[config.mk]
export PLATFORM = sky130hd
export DESIGN_NAME = port_pin_function_mux
export DESIGN_NICKNAME = d
export VERILOG_FILES = /design/src/core/port_mux_pkg.sv /design/src/core/port_pin_function_mux.sv /design/src/core/pin_sync.sv /design/src/core/edge_detect.sv
export VERILOG_INCLUDE_DIRS = /design/src /design/src/core
export SDC_FILE = /design/constraint.sdc
export NUM_CORES = 1
export LEC_CHECK = 0
export BUFFER_PORTS_ARGS = -buffer_cell sky130_fd_sc_hd__buf_2
export CAP_MARGIN = 5
export CORE_AREA = 3 3 103 105
export DETAILED_ROUTE_END_ITERATION = 16
export DIE_AREA = 0 0 106 108
export GPL_TIMING_DRIVEN = 1
export PLACE_DENSITY = 0.63
export SYNTH_ARGS = -nofsm -noshare
export SYNTH_HDL_FRONTEND = slang
export SYNTH_SLANG_ARGS = --single-unit
[constraint.sdc]
create_clock -name clk_i -period 1.5 [get_ports clk_i]
set_input_delay 0.075 -clock clk_i [delete_from_list [all_inputs] [get_ports clk_i]]
set_output_delay 0.075 -clock clk_i [all_outputs]
set_load 0.01 [all_outputs]
[src/core/port_mux_map.svh]
`ifndef PORT_MUX_MAP_SVH
`define PORT_MUX_MAP_SVH

// Pin counts per port
`define P0_W 3
`define P1_W 8
`define P2_W 8
`define P3_W 1
`define P4_W 4

// Port 1 bit positions
`define P1_SCK0_BIT 0
`define P1_RX0_BIT 1
`define P1_TX0_BIT 2
`define P1_TX3_BIT 3
`define P1_RX3_BIT 4
`define P1_RTC_BIT 5
`define P1_TMR1_BIT 6
`define P1_TMR2_BIT 7

// Port 4 bit positions
`define P4_DBG_DATA_BIT 0
`define P4_DBG_CLK_BIT 1
`define P4_TMR4_BIT 2

// Reset values: all pins input, port 2 analog select off
`define DIR_RST_P0 3'h7
`define DIR_RST_P1 8'hFF
`define DIR_RST_P2 8'hFF
`define DIR_RST_P3 1'h1
`define DIR_RST_P4 4'hF
`define ANALOG_SEL_RST 8'h00

// Edge select codes
`define EDGE_NONE 2'h0
`define EDGE_RISE 2'h1
`define EDGE_FALL 2'h2
`define EDGE_BOTH 2'h3

`endif

[src/core/port_mux_pkg.sv]
`default_nettype none
package port_mux_pkg;
	typedef logic [1:0] edge_sel_t;
	typedef enum logic [1:0] {
		RTC_OUT_NONE = 2'h0,
		RTC_OUT_DIV = 2'h1,
		RTC_OUT_RAW = 2'h2
	} rtc_out_sel_e;
endpackage : port_mux_pkg
`default_nettype wire

[src/core/port_pin_function_mux.sv]
// How it works
// - Per-bit TTL input buffer on two pins.
// - Per-bit open-drain output on two port 1 pins and all three port 0 pins.
// - Direction bit sets input or output.
// - Pull-up only when its option bit set.
// - Each pin outside port 2 picks port or alternate independently.
// - Clock pin gives divided or raw oscillation.
// - Correction pin gives 1 Hz clock.
// - Interrupt edge rising, falling or both.
// - Analog pins come up digital inputs.
// - Debug clock pin usable as port in one-line.
// - Timer pins feed count input, drive output.
`default_nettype none
`include "port_mux_map.svh"
module port_pin_function_mux
	import port_mux_pkg::*;
(
	// Clock and reset
	input wire logic clk_i,
	input wire logic sys_rst_i,
	// Pin pads: input level, output value, output enable
	input wire logic [`P0_W-1:0] p0_pad_i,
	output logic [`P0_W-1:0] p0_pad_o,
	output logic [`P0_W-1:0] p0_pad_oe_o,
	input wire logic [`P1_W-1:0] p1_pad_i,
	output logic [`P1_W-1:0] p1_pad_o,
	output logic [`P1_W-1:0] p1_pad_oe_o,
	output logic [`P1_W-1:0] p1_pullup_o,
	output logic [`P1_W-1:0] p1_ttl_sel_o,
	input wire logic [`P2_W-1:0] p2_pad_i,
	output logic [`P2_W-1:0] p2_pad_o,
	output logic [`P2_W-1:0] p2_pad_oe_o,
	output logic [`P2_W-1:0] p2_analog_en_o,
	input wire logic [`P3_W-1:0] p3_pad_i,
	output logic [`P3_W-1:0] p3_pad_o,
	output logic [`P3_W-1:0] p3_pad_oe_o,
	output logic [`P3_W-1:0] p3_pullup_o,
	input wire logic [`P4_W-1:0] p4_pad_i,
	output logic [`P4_W-1:0] p4_pad_o,
	output logic [`P4_W-1:0] p4_pad_oe_o,
	output logic [`P4_W-1:0] p4_pullup_o,
	// Port configuration
	input wire logic [`P0_W-1:0] port0_output_style_i,
	input wire logic [`P0_W-1:0] port0_direction_i,
	input wire logic [`P1_W-1:0] port1_direction_i,
	input wire logic [`P2_W-1:0] port2_direction_i,
	input wire logic [`P3_W-1:0] port3_direction_i,
	input wire logic [`P4_W-1:0] port4_direction_i,
	input wire logic [`P1_W-1:0] port1_pullup_enable_i,
	input wire logic [`P3_W-1:0] port3_pullup_enable_i,
	input wire logic [`P4_W-1:0] port4_pullup_enable_i,
	input wire logic [1:0] port1_input_buffer_select_i,
	input wire logic [1:0] port1_output_style_i,
	input wire logic [`P2_W-1:0] port2_analog_sel_i,
	// Output latches
	input wire logic [`P0_W-1:0] p0_latch_i,
	input wire logic [`P1_W-1:0] p1_latch_i,
	input wire logic [`P2_W-1:0] p2_latch_i,
	input wire logic [`P3_W-1:0] p3_latch_i,
	input wire logic [`P4_W-1:0] p4_latch_i,
	// Alternate-function select per pin
	input wire logic [`P0_W-1:0] p0_alt_sel_i,
	input wire logic [`P1_W-1:0] p1_alt_sel_i,
	input wire logic [`P3_W-1:0] p3_alt_sel_i,
	input wire logic [`P4_W-1:0] p4_alt_sel_i,
	// Peripheral drive per pin, used in alternate mode
	input wire logic [`P0_W-1:0] p0_alt_out_i,
	input wire logic [`P0_W-1:0] p0_alt_oe_i,
	input wire logic [`P1_W-1:0] p1_alt_out_i,
	input wire logic [`P1_W-1:0] p1_alt_oe_i,
	input wire logic [`P3_W-1:0] p3_alt_out_i,
	input wire logic [`P3_W-1:0] p3_alt_oe_i,
	// Real-time counter clocks
	input wire logic rtc_osc_32k_i,
	input wire logic rtc_div_clk_i,
	input wire logic rtc_1hz_i,
	input wire rtc_out_sel_e rtc_out_sel_i,
	input wire logic rtc_1hz_en_i,
	// Timers and debugger
	input wire logic timer1_out_i,
	input wire logic timer2_out_i,
	input wire logic timer4_out_i,
	input wire logic debug_two_line_i,
	input wire logic debug_data_out_i,
	input wire logic debug_data_oe_i,
	input wire logic debug_clk_out_i,
	// Interrupt edge selects
	input wire edge_sel_t ext_irq_in_4_edge_i,
	input wire edge_sel_t ext_irq_in_5_edge_i,
	// Synchronised pin levels and peripheral inputs
	output logic [`P0_W-1:0] p0_in_o,
	output logic [`P1_W-1:0] p1_in_o,
	output logic [`P2_W-1:0] p2_in_o,
	output logic [`P3_W-1:0] p3_in_o,
	output logic [`P4_W-1:0] p4_in_o,
	output logic timer1_count_in_o,
	output logic timer2_count_in_o,
	output logic timer3_count_in_o,
	output logic timer4_count_in_o,
	output logic debug_data_in_o,
	output logic ext_irq_in_4_o,
	output logic ext_irq_in_5_o
);
	import port_mux_pkg::*;

	logic [`P0_W-1:0] s0;
	logic [`P1_W-1:0] s1;
	logic [`P2_W-1:0] s2;
	logic [`P3_W-1:0] s3;
	logic [`P4_W-1:0] s4;
	logic [`P2_W-1:0] analog_reg;

	pin_sync #(.W(`P0_W)) u_s0 (.clk_i(clk_i), .sys_rst_i(sys_rst_i), .async_i(p0_pad_i),
		.sync_o(s0));
	pin_sync #(.W(`P1_W)) u_s1 (.clk_i(clk_i), .sys_rst_i(sys_rst_i), .async_i(p1_pad_i),
		.sync_o(s1));
	pin_sync #(.W(`P2_W)) u_s2 (.clk_i(clk_i), .sys_rst_i(sys_rst_i), .async_i(p2_pad_i),
		.sync_o(s2));
	pin_sync #(.W(`P3_W)) u_s3 (.clk_i(clk_i), .sys_rst_i(sys_rst_i), .async_i(p3_pad_i),
		.sync_o(s3));
	pin_sync #(.W(`P4_W)) u_s4 (.clk_i(clk_i), .sys_rst_i(sys_rst_i), .async_i(p4_pad_i),
		.sync_o(s4));

	// Analog enable forced off through reset
	always_ff @(posedge clk_i) begin
		if (sys_rst_i) begin
			analog_reg <= `ANALOG_SEL_RST;
		end else begin
			analog_reg <= port2_analog_sel_i;
		end
	end
	assign p2_analog_en_o = analog_reg;

	// Port 1 alternate drive, RTC and timer pins
	wire rtc_div_on = rtc_out_sel_i == RTC_OUT_DIV;
	wire rtc_raw_on = rtc_out_sel_i == RTC_OUT_RAW;
	wire rtc_pin_val = rtc_raw_on ? rtc_osc_32k_i : rtc_div_clk_i;
	logic [`P1_W-1:0] p1_per_out;
	logic [`P1_W-1:0] p1_per_oe;
	always_comb begin
		p1_per_out = p1_alt_out_i;
		p1_per_oe = p1_alt_oe_i;
		p1_per_out[`P1_RTC_BIT] = rtc_pin_val;
		p1_per_oe[`P1_RTC_BIT] = rtc_div_on | rtc_raw_on;
		p1_per_out[`P1_TMR1_BIT] = timer1_out_i;
		p1_per_oe[`P1_TMR1_BIT] = 1'b1;
		p1_per_out[`P1_TMR2_BIT] = timer2_out_i;
		p1_per_oe[`P1_TMR2_BIT] = 1'b1;
	end

	// Port 3 correction clock or timer 3 output
	wire [`P3_W-1:0] p3_per_out = rtc_1hz_en_i ? rtc_1hz_i : p3_alt_out_i;
	wire [`P3_W-1:0] p3_per_oe = rtc_1hz_en_i ? 1'b1 : p3_alt_oe_i;

	// Port 4 debugger and timer 4
	logic [`P4_W-1:0] p4_sel;
	logic [`P4_W-1:0] p4_per_out;
	logic [`P4_W-1:0] p4_per_oe;
	always_comb begin
		p4_sel = p4_alt_sel_i;
		p4_sel[`P4_DBG_CLK_BIT] = p4_alt_sel_i[`P4_DBG_CLK_BIT] | debug_two_line_i;
		p4_per_out = '0;
		p4_per_oe = '0;
		p4_per_out[`P4_DBG_DATA_BIT] = debug_data_out_i;
		p4_per_oe[`P4_DBG_DATA_BIT] = debug_data_oe_i;
		p4_per_out[`P4_DBG_CLK_BIT] = debug_clk_out_i;
		p4_per_oe[`P4_DBG_CLK_BIT] = 1'b1;
		p4_per_out[`P4_TMR4_BIT] = timer4_out_i;
		p4_per_oe[`P4_TMR4_BIT] = 1'b1;
	end

	// Open-drain style per bit: output enable only while driving low
	logic [`P1_W-1:0] p1_od;
	always_comb begin
		p1_od = '0;
		p1_od[`P1_SCK0_BIT] = port1_output_style_i[0];
		p1_od[`P1_TX0_BIT] = port1_output_style_i[1];
	end
	always_comb begin
		p1_ttl_sel_o = '0;
		p1_ttl_sel_o[`P1_SCK0_BIT] = port1_input_buffer_select_i[0];
		p1_ttl_sel_o[`P1_RX0_BIT] = port1_input_buffer_select_i[1];
	end

	// Per-pin selection
	genvar i;
	generate
		for (i = 0; i < `P1_W; i++) begin : g_p1
			wire alt = p1_alt_sel_i[i];
			wire v = alt ? p1_per_out[i] : p1_latch_i[i];
			wire en = alt ? p1_per_oe[i] : ~port1_direction_i[i];
			assign p1_pad_o[i] = v;
			assign p1_pad_oe_o[i] = en & ~(p1_od[i] & v);
			assign p1_pullup_o[i] = ~alt & port1_direction_i[i] & port1_pullup_enable_i[i];
		end
		for (i = 0; i < `P0_W; i++) begin : g_p0
			wire v = p0_alt_sel_i[i] ? p0_alt_out_i[i] : p0_latch_i[i];
			wire en = p0_alt_sel_i[i] ? p0_alt_oe_i[i] : ~port0_direction_i[i];
			assign p0_pad_o[i] = v;
			assign p0_pad_oe_o[i] = en & ~(port0_output_style_i[i] & v);
		end
		for (i = 0; i < `P2_W; i++) begin : g_p2
			assign p2_pad_o[i] = p2_latch_i[i];
			assign p2_pad_oe_o[i] = ~analog_reg[i] & ~port2_direction_i[i];
		end
		for (i = 0; i < `P3_W; i++) begin : g_p3
			wire alt = p3_alt_sel_i[i] | rtc_1hz_en_i;
			assign p3_pad_o[i] = alt ? p3_per_out[i] : p3_latch_i[i];
			assign p3_pad_oe_o[i] = alt ? p3_per_oe[i] : ~port3_direction_i[i];
			assign p3_pullup_o[i] = ~alt & port3_direction_i[i] & port3_pullup_enable_i[i];
		end
		for (i = 0; i < `P4_W; i++) begin : g_p4
			assign p4_pad_o[i] = p4_sel[i] ? p4_per_out[i] : p4_latch_i[i];
			assign p4_pad_oe_o[i] = p4_sel[i] ? p4_per_oe[i] : ~port4_direction_i[i];
			assign p4_pullup_o[i] = ~p4_sel[i] & port4_direction_i[i] & port4_pullup_enable_i[i];
		end
	endgenerate

	// Digital input reads zero while analog is selected
	assign p0_in_o = s0;
	assign p1_in_o = s1;
	assign p2_in_o = s2 & ~analog_reg;
	assign p3_in_o = s3;
	assign p4_in_o = s4;

	// Timer count inputs, only in alternate mode
	assign timer1_count_in_o = s1[`P1_TMR1_BIT] & p1_alt_sel_i[`P1_TMR1_BIT];
	assign timer2_count_in_o = s1[`P1_TMR2_BIT] & p1_alt_sel_i[`P1_TMR2_BIT];
	assign timer3_count_in_o = s3[0] & p3_alt_sel_i[0];
	assign timer4_count_in_o = s4[`P4_TMR4_BIT] & p4_sel[`P4_TMR4_BIT];
	assign debug_data_in_o = s4[`P4_DBG_DATA_BIT];

	edge_detect u_irq4 (.clk_i(clk_i), .sys_rst_i(sys_rst_i), .edge_sel_i(ext_irq_in_4_edge_i),
		.level_i(s3[0]), .req_o(ext_irq_in_4_o));
	edge_detect u_irq5 (.clk_i(clk_i), .sys_rst_i(sys_rst_i), .edge_sel_i(ext_irq_in_5_edge_i),
		.level_i(s1[`P1_TMR1_BIT]), .req_o(ext_irq_in_5_o));
endmodule : port_pin_function_mux
`default_nettype wire

[src/core/pin_sync.sv]
`default_nettype none
module pin_sync #(
	parameter int W = 1
) (
	input wire logic clk_i,
	input wire logic sys_rst_i,
	input wire logic [W-1:0] async_i,
	output logic [W-1:0] sync_o
);
	logic [W-1:0] meta_reg;
	logic [W-1:0] sync_reg;
	always_ff @(posedge clk_i) begin
		if (sys_rst_i) begin
			meta_reg <= '0;
			sync_reg <= '0;
		end else begin
			meta_reg <= async_i;
			sync_reg <= meta_reg;
		end
	end
	assign sync_o = sync_reg;
endmodule : pin_sync
`default_nettype wire

[src/core/edge_detect.sv]
`default_nettype none
`include "port_mux_map.svh"
module edge_detect (
	input wire logic clk_i,
	input wire logic sys_rst_i,
	input wire logic [1:0] edge_sel_i,
	input wire logic level_i,
	output logic req_o
);
	logic prev_reg;
	logic req_reg;
	wire rise = level_i & ~prev_reg;
	wire fall = ~level_i & prev_reg;
	wire hit = (edge_sel_i == `EDGE_RISE && rise) || (edge_sel_i == `EDGE_FALL && fall)
		|| (edge_sel_i == `EDGE_BOTH && (rise || fall));
	always_ff @(posedge clk_i) begin
		if (sys_rst_i) begin
			prev_reg <= 1'b0;
			req_reg <= 1'b0;
		end else begin
			prev_reg <= level_i;
			req_reg <= hit;
		end
	end
	assign req_o = req_reg;
endmodule : edge_detect
`default_nettype wire

==> results.cfg, run 1 <==
[route]
vias = 2633
routed_via_density = 3.99
wire_per_inst_um = 11.4
drt_iter0_markers = 37
drtPass1Iterations = 4
final_antenna_net_count = 0
drc = 0
wl_um = 7530

[final_layout]
multi_input_area_um2 = 1090
drive_gt1_frac = 0.522
area_growth_pct = 62.0
regArea_um2 = 1200
fill_cells = 941
fin_nets = 686
antenna_cells = 0

[timing]
timing_hold_violations_final = 0
min_period_over_period = 0.797
post-route-min-period_ps = 1200
worst_pin_slew_ps = 503
setup_violations = 0
slew_headroom = 0.665
slew_violations = 0
rsz0062_at_grt = false
tns_ps = 0
fin_skew_ps = 6.60
fmax_mhz = 836

[critical_path]
reg2reg_to = u_irq4.req_o
arrival_ps = 1430
critPathMaxFanout = 4
crit_path_end_kind = flop
r2r_slack_ps = 300
worstPathRequired_ps = 1730
r2r_start = u_s3.sync_o
reg2reg_depth = 4
path_class = flop to flop
worstSetupStartpointType = flop

[clock_network]
clock-sinks = 60
insertion_delay_ps = 330
cts_tree = built
clkSlewWorstSetupHoldPaths_ps = 70
cts_buffers = 9
clk_path_buf_depth = 2
ctsResizeCount = 0
cts_max_level = 3
root_buffer = clkbuf_8

[min_path]
whs_path_depth = 3
hold_start = ext_irq_in_4_edge_i[0]
hold_end = u_irq4.req_o
hold_class = input port to flop

[synthesis]
synth.distinct_cells = 24
synth_common_cells = nor2b_1 (65), dfxtp_1 (60), buf_4 (35), nor2_1 (26), nand2_1 (19)
synth_warnings = 0
synth-async-reset-ratio = 0
synth_top_cell_by_area = dfxtp_1
synth_edf_count = 0
synthCells = 276
synth_top_flop_cell = dfxtp_1
yosysMostFrequentCell = nor2b_1
syn_area_um2 = 2610
avgSynthCellArea_um2 = 9.45
ys_seq_area_frac = 0.461
synth_top_cell_area_share = 0.461
synthTopCellsByArea = dfxtp_1 (46%), nor2b_1 (16%), buf_4 (10%)
ys_seq_elements = 60

[power]
irDropWorstVdd_v = 0.000649
power.total_mw = 3.81
p_leak_nw = 2.23
power.density_nw_per_um2 = 903

[place]
place_congestion = 0.669
dpl.hpwl_um = 5970
port_buffers = 234

[floorplanning]
rows = 36
core_area_um2 = 9730
die_area_um2 = 11400
die_w_um = 106
start_util = 0.268
io-pin-count = 267
die-height_um = 108

[global_route]
use_met2 = 0.249
grt_pass1_wl_um = 11300
grt_use_total = 0.123
grt_max_degree = 27
grt_pass1_vias = 2565
gr-max-usage-layer = met2
grtUsageMet1 = 0.117
met3_usage = 0.0436
grt_overflow_total = 0
antenna_found_initial = 0

[flow_run]
cap_violations = 0

[status]
status = finished, final reports clean
cell usage in the layout (no fill, tap or decap):
cell and count:
o21ai_0 5, nor2_1 26, nand2_1 19, a21oi_1 1, ha_1 5, dlygate4sd3_1 32
conb_1 6, nor3_1 1, dfxtp_1 60, buf_2 234, mux2i_1 3, mux2_2 13
nor2b_1 65, o41ai_2 2, clkinv_4 1, inv_1 10, nand4bb_1 2, buf_4 5
and3b_1 1, and2_1 6, a31o_2 5, clkbuf_8 10, a211o_1 1, and3_1 1
clkinv_2 2, nand2b_1 3, bufinv_16 1, clkinvlp_4 2, a211oi_1 5
metal layers:
layer / vias up / part of all wire
li1: 1328 / -
met1: 1174 / 0.35
met2: 122 / 0.56
met3: 9 / 0.076
met4: 0 / 0.0096
met5: - / 0
metrics by stage:
stage               hold slack (ps)   util  instances  setup WS (ps)  area [um^2]
finish                         24.8  0.434        660            304         4220
CTS                            5.71  0.434        660            306         4220
floorplan                       193      -        281            356         2630
detailed placement              150  0.381        612            344         3700
global placement                150  0.381        612            391         3700
global route                   22.3  0.434        660            262         4220
worst max-delay path, stage by stage, from the launching register on:
cell and delay (ps):
dfxtp_1 380, inv_1 70, ha_1 280, and2_1 160, o41ai_2 210
final cells by class:
cell class	instances	share of cell area
Timing Repair Buffer	271	0.362
Sequential cell	60	0.284
Multi-Input combinational cell	170	0.258
Tap cell	133	0.0394
Clock buffer	10	0.0326
Clock inverter	6	0.0151
Inverter	10	0.00889
repair_timing:
action | CTS | global route
setup buffers | 0 | 0
hold buffers | 32 | 0
endpoints found under the hold margin | 32 | 0
cells by family (layout without fill, tap and decap cells):
family                     after synthesis  in the layout  synth area share
other                                    1              6           0.00144
muxes                                   16             16            0.0677
and+or+nand+nor                        124            124             0.259
buffers and inverters                   51            297             0.129
DFF                                     60             60             0.461
adders and majority gates                5              5            0.0240
AOI/OAI and AO/OA                       19             19            0.0585
worst max-delay path by stage:
stage,startpoint,end,slack [ps],cells past startpoint
after global routing,u_s3.sync_o,u_irq4.req_o,260,4
after global placement,u_s3.sync_o,u_irq4.req_o,390,4
after floorplan,u_s3.sync_o,u_irq4.req_o,360,4
after detailed placement,u_s3.sync_o,u_irq4.req_o,340,4
after CTS,u_s3.sync_o,u_irq4.req_o,310,4
final,u_s3.sync_o,u_irq4.req_o,300,4
report_power, final:
| group | total, mW | internal [mW] | switching (mW) |
|---|---|---|---|
| clock | 1.43 | 0.808 | 0.624 |
| combinational | 0.689 | 0.391 | 0.298 |
| sequential | 1.69 | 1.67 | 0.0234 |
| total | 3.81 | 2.87 | 0.945 |
No activity file was read; power rests on OpenSTA's default activity.
==> run 2: changes to the inputs <==
- PLACE_DENSITY: 0.63 -> 0.65
- clock period: 1.5 -> 1 ns (I/O delays scaled with it)
==> run 2 against run 1 <==
  * The run now ends with negative setup slack left
  * First-iteration DRC count grew to 2.7 times the previous value
  * Clock power grew 47%
  * Via count up 0.87%
  * Total power up 50%
  * Sequential power up 51%
  * Combinational power rose by 57%
  * Critical endpoint is now timer3_count_in_o
  * Non-clock buffer count increased by 2
  * Highest routed layer unchanged
  * Clock-buffer cell count did not move
  * Wire length decreased by 0.23%
  * Flip-flop and latch count is the same
==> results.cfg, run 2 (same netlist as run 1, synthesis figures left out) <==
[floorplanning]
die-height_um = 108
rows = 36
die_area_um2 = 11400
io-pin-count = 267
die_w_um = 106
start_util = 0.268
core_area_um2 = 9730

[timing]
fmax_mhz = 941
post-route-min-period_ps = 1060
slew_violations = 0
tns_ps = -81.3
timing_hold_violations_final = 0
fin_skew_ps = 5.59
min_period_over_period = 1.06
whs_ps = 40.4
worst_slack_ps = -62.7
setup_violations = 3
rsz0062_at_grt = true

[route]
topRoutingLayerUsed = met4
dr_wl_met2_um = 4170
drc = 0
wl_met3_um = 653
drtPass1Iterations = 4
drt-met1-wl_um = 2670
vias = 2656
wl_um = 7510
final_antenna_net_count = 0
drt_iter0_markers = 101
routed_via_density = 4.02
wire_per_inst_um = 11.4

[critical_path]
reg2reg_depth = 4
critPathMaxFanout = 3
path_class = flop to output port
crit_path_end_kind = output port
r2r_start = u_s3.sync_o
arrival_ps = 1010
r2r_slack_ps = -10
worstPathRequired_ps = 950
worstSetupStartpointType = flop
critical_path.startpoint = u_s3.sync_o
reg2reg_to = u_irq4.req_o

[clock_network]
clk_path_buf_depth = 2
cts_tree = built
cts_buffers = 9
insertion_delay_ps = 320
clkSlewWorstSetupHoldPaths_ps = 70
root_buffer = clkbuf_8
clock-sinks = 60
cts_max_level = 3

[place]
dp.cells = 611
port_buffers = 234
place_congestion = 0.653
dpl_cell_area_um2 = 3710
place_ws_ps = -73.0
dpl.hpwl_um = 5780

[final_layout]
drive_gt1_frac = 0.578
mostFrequentLayoutCells = buf_2 (226), nor2b_1 (61), dfxtp_1 (44), dlygate4sd3_1 (34), nor2_1 (25)
final_cells = 661
antenna_cells = 0
layout_commonest_cell = buf_2
stdcell_area_um2 = 4400
final_core_util = 0.452
area_growth_pct = 68.6
fin_nets = 688

[power]
p_sw_mw = 1.40
p_leak_nw = 2.27
power.density_nw_per_um2 = 1300
irDropWorstVdd_v = 0.00105
switching_share = 0.245
pwr-share-comb = 0.188
internal_power_mw = 4.32
power.total_mw = 5.72
seq_power_share = 0.445
p_clk_frac = 0.367

[flow_run]
cap_violations = 0

[global_route]
grt_use_total = 0.120
grt_pass1_wl_um = 11200
grt_pass1_vias = 2552
grt_max_degree = 34
antenna_found_initial = 0
grt_overflow_total = 0

[status]
status = finished with violations
violations = negative setup slack

[min_path]
whs_path_depth = 3
hold_end = u_irq4.req_o
hold_class = input port to flop
hold_start = ext_irq_in_4_edge_i[1]
-- run 2: cell type report --
| type | instances | area [um^2] |
|---|---|---|
| clock buffers | 10 | 138 |
| clock inverters | 5 | 52.6 |
| fillers | 977 | 5330 |
| inverters | 10 | 37.5 |
| multi-input cells | 170 | 1160 |
| flip-flops and latches | 60 | 1230 |
| well taps | 133 | 166 |
| repair buffers | 273 | 1620 |
-- run 2: worst max path at each step --
stage	depth (start not counted)	end	slack (ps)
final	3	timer3_count_in_o	-60
after global routing	3	timer3_count_in_o	-110
after CTS	3	timer3_count_in_o	-100
after detailed placement	4	u_irq5.req_o	-70
after global placement	4	u_irq4.req_o	-20
after floorplan	4	u_irq4.req_o	-50
-- run 2: worst max-delay path, stage by stage, from the launching register on --
cell	delay (ps)
dfxtp_4	350
buf_6	110
and2_4	120
buf_6	110
-- run 2: power groups by stage --
stage	Sequential [mW]	Combinational [mW]	Clock [mW]
after floorplan	2.61	0.514	0
after global placement	2.59	0.917	0
after detailed placement	2.59	0.941	0
after CTS	2.54	1.06	2.20
after global routing	2.56	1.19	2.31
final	2.55	1.08	2.10
-- run 2: per-layer routing --
layer | track usage | vias to the layer above
li1 | - | 1335
met1 | 0.116 | 1205
met2 | 0.227 | 112
met3 | 0.0573 | 4
met4 | 0.0296 | 0
met5 | 0 | -
-- run 2: what timing repair did --
action / 4_1_cts / 5_1_grt
pin swaps: 1 / 2
endpoints found under the setup margin: 5 / 16
resized for setup: 7 / 35
buffers inserted: 1 / 0
hold buffers: 34 / 0
hold endpoints to repair: 34 / 0
==> run 3: changes to the inputs <==
- PLACE_DENSITY: 0.65 -> 0.63
- clock period: 1 -> 1.3 ns (I/O delays scaled with it)
==> run 3 against run 2 <==
  * The flow now finishes without violations
  * Total power fell by 21%
  * Global-route usage rose by 0.53 points
  * Clock skew rose by 1.3 ps
  * Critical path type is now flop to flop
  * Critical endpoint is now u_irq4.req_o
  * Largest cell class unchanged
==> results.cfg, run 3 (same netlist as run 1, synthesis figures left out) <==
[global_route]
grt_use_total = 0.125
antenna_found_initial = 0
grt_max_degree = 23
grt_overflow_total = 0
grt_pass1_wl_um = 11600
grt_pass1_vias = 2652

[final_layout]
drive_gt1_frac = 0.521
fin_nets = 687
antenna_cells = 0
multi_input_area_um2 = 1090
mostFrequentLayoutCells = buf_2 (234), nor2b_1 (65), dfxtp_1 (60), dlygate4sd3_1 (32), nor2_1 (26)
layout_commonest_cell = buf_2
regArea_um2 = 1200
final_cells = 661
fill_cells = 953
area_growth_pct = 62.9

[clock_network]
ctsHoldBuffers = 32
root_buffer = clkbuf_8
insertion_delay_ps = 320
cts_buffers = 9
ctsResizeCount = 0
clk_path_buf_depth = 2
clkSlewWorstSetupHoldPaths_ps = 60
clock-sinks = 60
post-cts-setup-buffers = 0
cts_tree = built
cts_max_level = 3

[floorplanning]
io-pin-count = 267
die-height_um = 108
start_util = 0.268
core_area_um2 = 9730
rows = 36
die_area_um2 = 11400
die_w_um = 106

[critical_path]
worstSetupStartpointType = flop
r2r_start = u_s3.sync_o
path_class = flop to flop
critical_path.startpoint = u_s3.sync_o
worstPathRequired_ps = 1520
crit_path_end_kind = flop
arrival_ps = 1390
critPathMaxFanout = 4

[route]
drc = 0
routed_via_density = 4.02
wire_per_inst_um = 11.3
drtPass1Iterations = 3
wl_um = 7490
vias = 2655
drt_iter0_markers = 61
final_antenna_net_count = 0

[place]
dp.cells = 613
place_ws_ps = 138
place_congestion = 0.669
dpl.hpwl_um = 6090
port_buffers = 234

[timing]
slew_violations = 0
fin_skew_ps = 6.92
min_period_over_period = 0.895
setup_violations = 0
timing_hold_violations_final = 0
post-route-min-period_ps = 1160
tns_ps = 0
rsz0062_at_grt = false
worst_slack_ps = 137
fmax_mhz = 860

[min_path]
hold_class = input port to flop
hold_start = ext_irq_in_4_edge_i[0]

[power]
power.density_nw_per_um2 = 1070
irDropWorstVdd_v = 0.000847
p_leak_nw = 2.25
power.total_mw = 4.53

[status]
status = finished, final reports clean

[flow_run]
cap_violations = 0
run 3: cell count changes in the layout (fill, tap and decap cells not counted), moves of 3 or more:
cell / delta
nor2b_4: -4
nor2b_1: +4
buf_2: +8
and2_1: +6
buf_4: +3
buf_6: -9
dfxtp_1: +16
and2_4: -6
dfxtp_2: -14
run 3: layout make-up:
class / count / area share
tap: 133 / 0.0392
clock buffer: 11 / 0.0333
inverter: 10 / 0.00884
sequential: 60 / 0.283
clock inverter: 5 / 0.0177
multi-input combinational: 170 / 0.256
timing repair buffer: 272 / 0.362
run 3: worst max-delay path, cell delays in order, from the launching register on:
cell and delay (ps):
dfxtp_1 360, inv_1 70, ha_1 290, and2_1 160, o41ai_2 180
run 3: stage by stage:
| stage | util | hold slack, ps | area, um^2 |
|---|---|---|---|
| floorplan | - | 173 | 2630 |
| global route | 0.436 | 20.0 | 4250 |
| finish | 0.436 | 25.8 | 4250 |
| detailed placement | 0.381 | 130 | 3710 |
| global placement | 0.381 | 130 | 3710 |
| CTS | 0.436 | 6.54 | 4250 |
run 3: path summary, 6_finish.rpt:
| path | to | slack (ps) | depth (start not counted) |
|---|---|---|---|
| setup reg to reg | u_irq4.req_o | 140 | 4 |
| setup / recovery | u_irq4.req_o | 140 | 4 |
| hold / removal | u_irq4.req_o | 30 | 3 |
| hold reg to reg | u_s1.sync_o[2] | 430 | 1 |
run 3: power breakdown:
part | total [mW] | switching (mW) | internal (mW)
Clock | 1.78 | 0.654 | 1.12
Combinational | 0.796 | 0.343 | 0.453
Sequential | 1.95 | 0.0283 | 1.93
Total | 4.53 | 1.03 | 3.50
run 3: per-layer routing:
layer,vias to the layer above,routed length [um],global-route usage
li1,1334,-,-
met5,-,0,0
met4,0,61,0.0352
met3,8,634,0.0478
met1,1185,2600,0.116
met2,128,4200,0.252
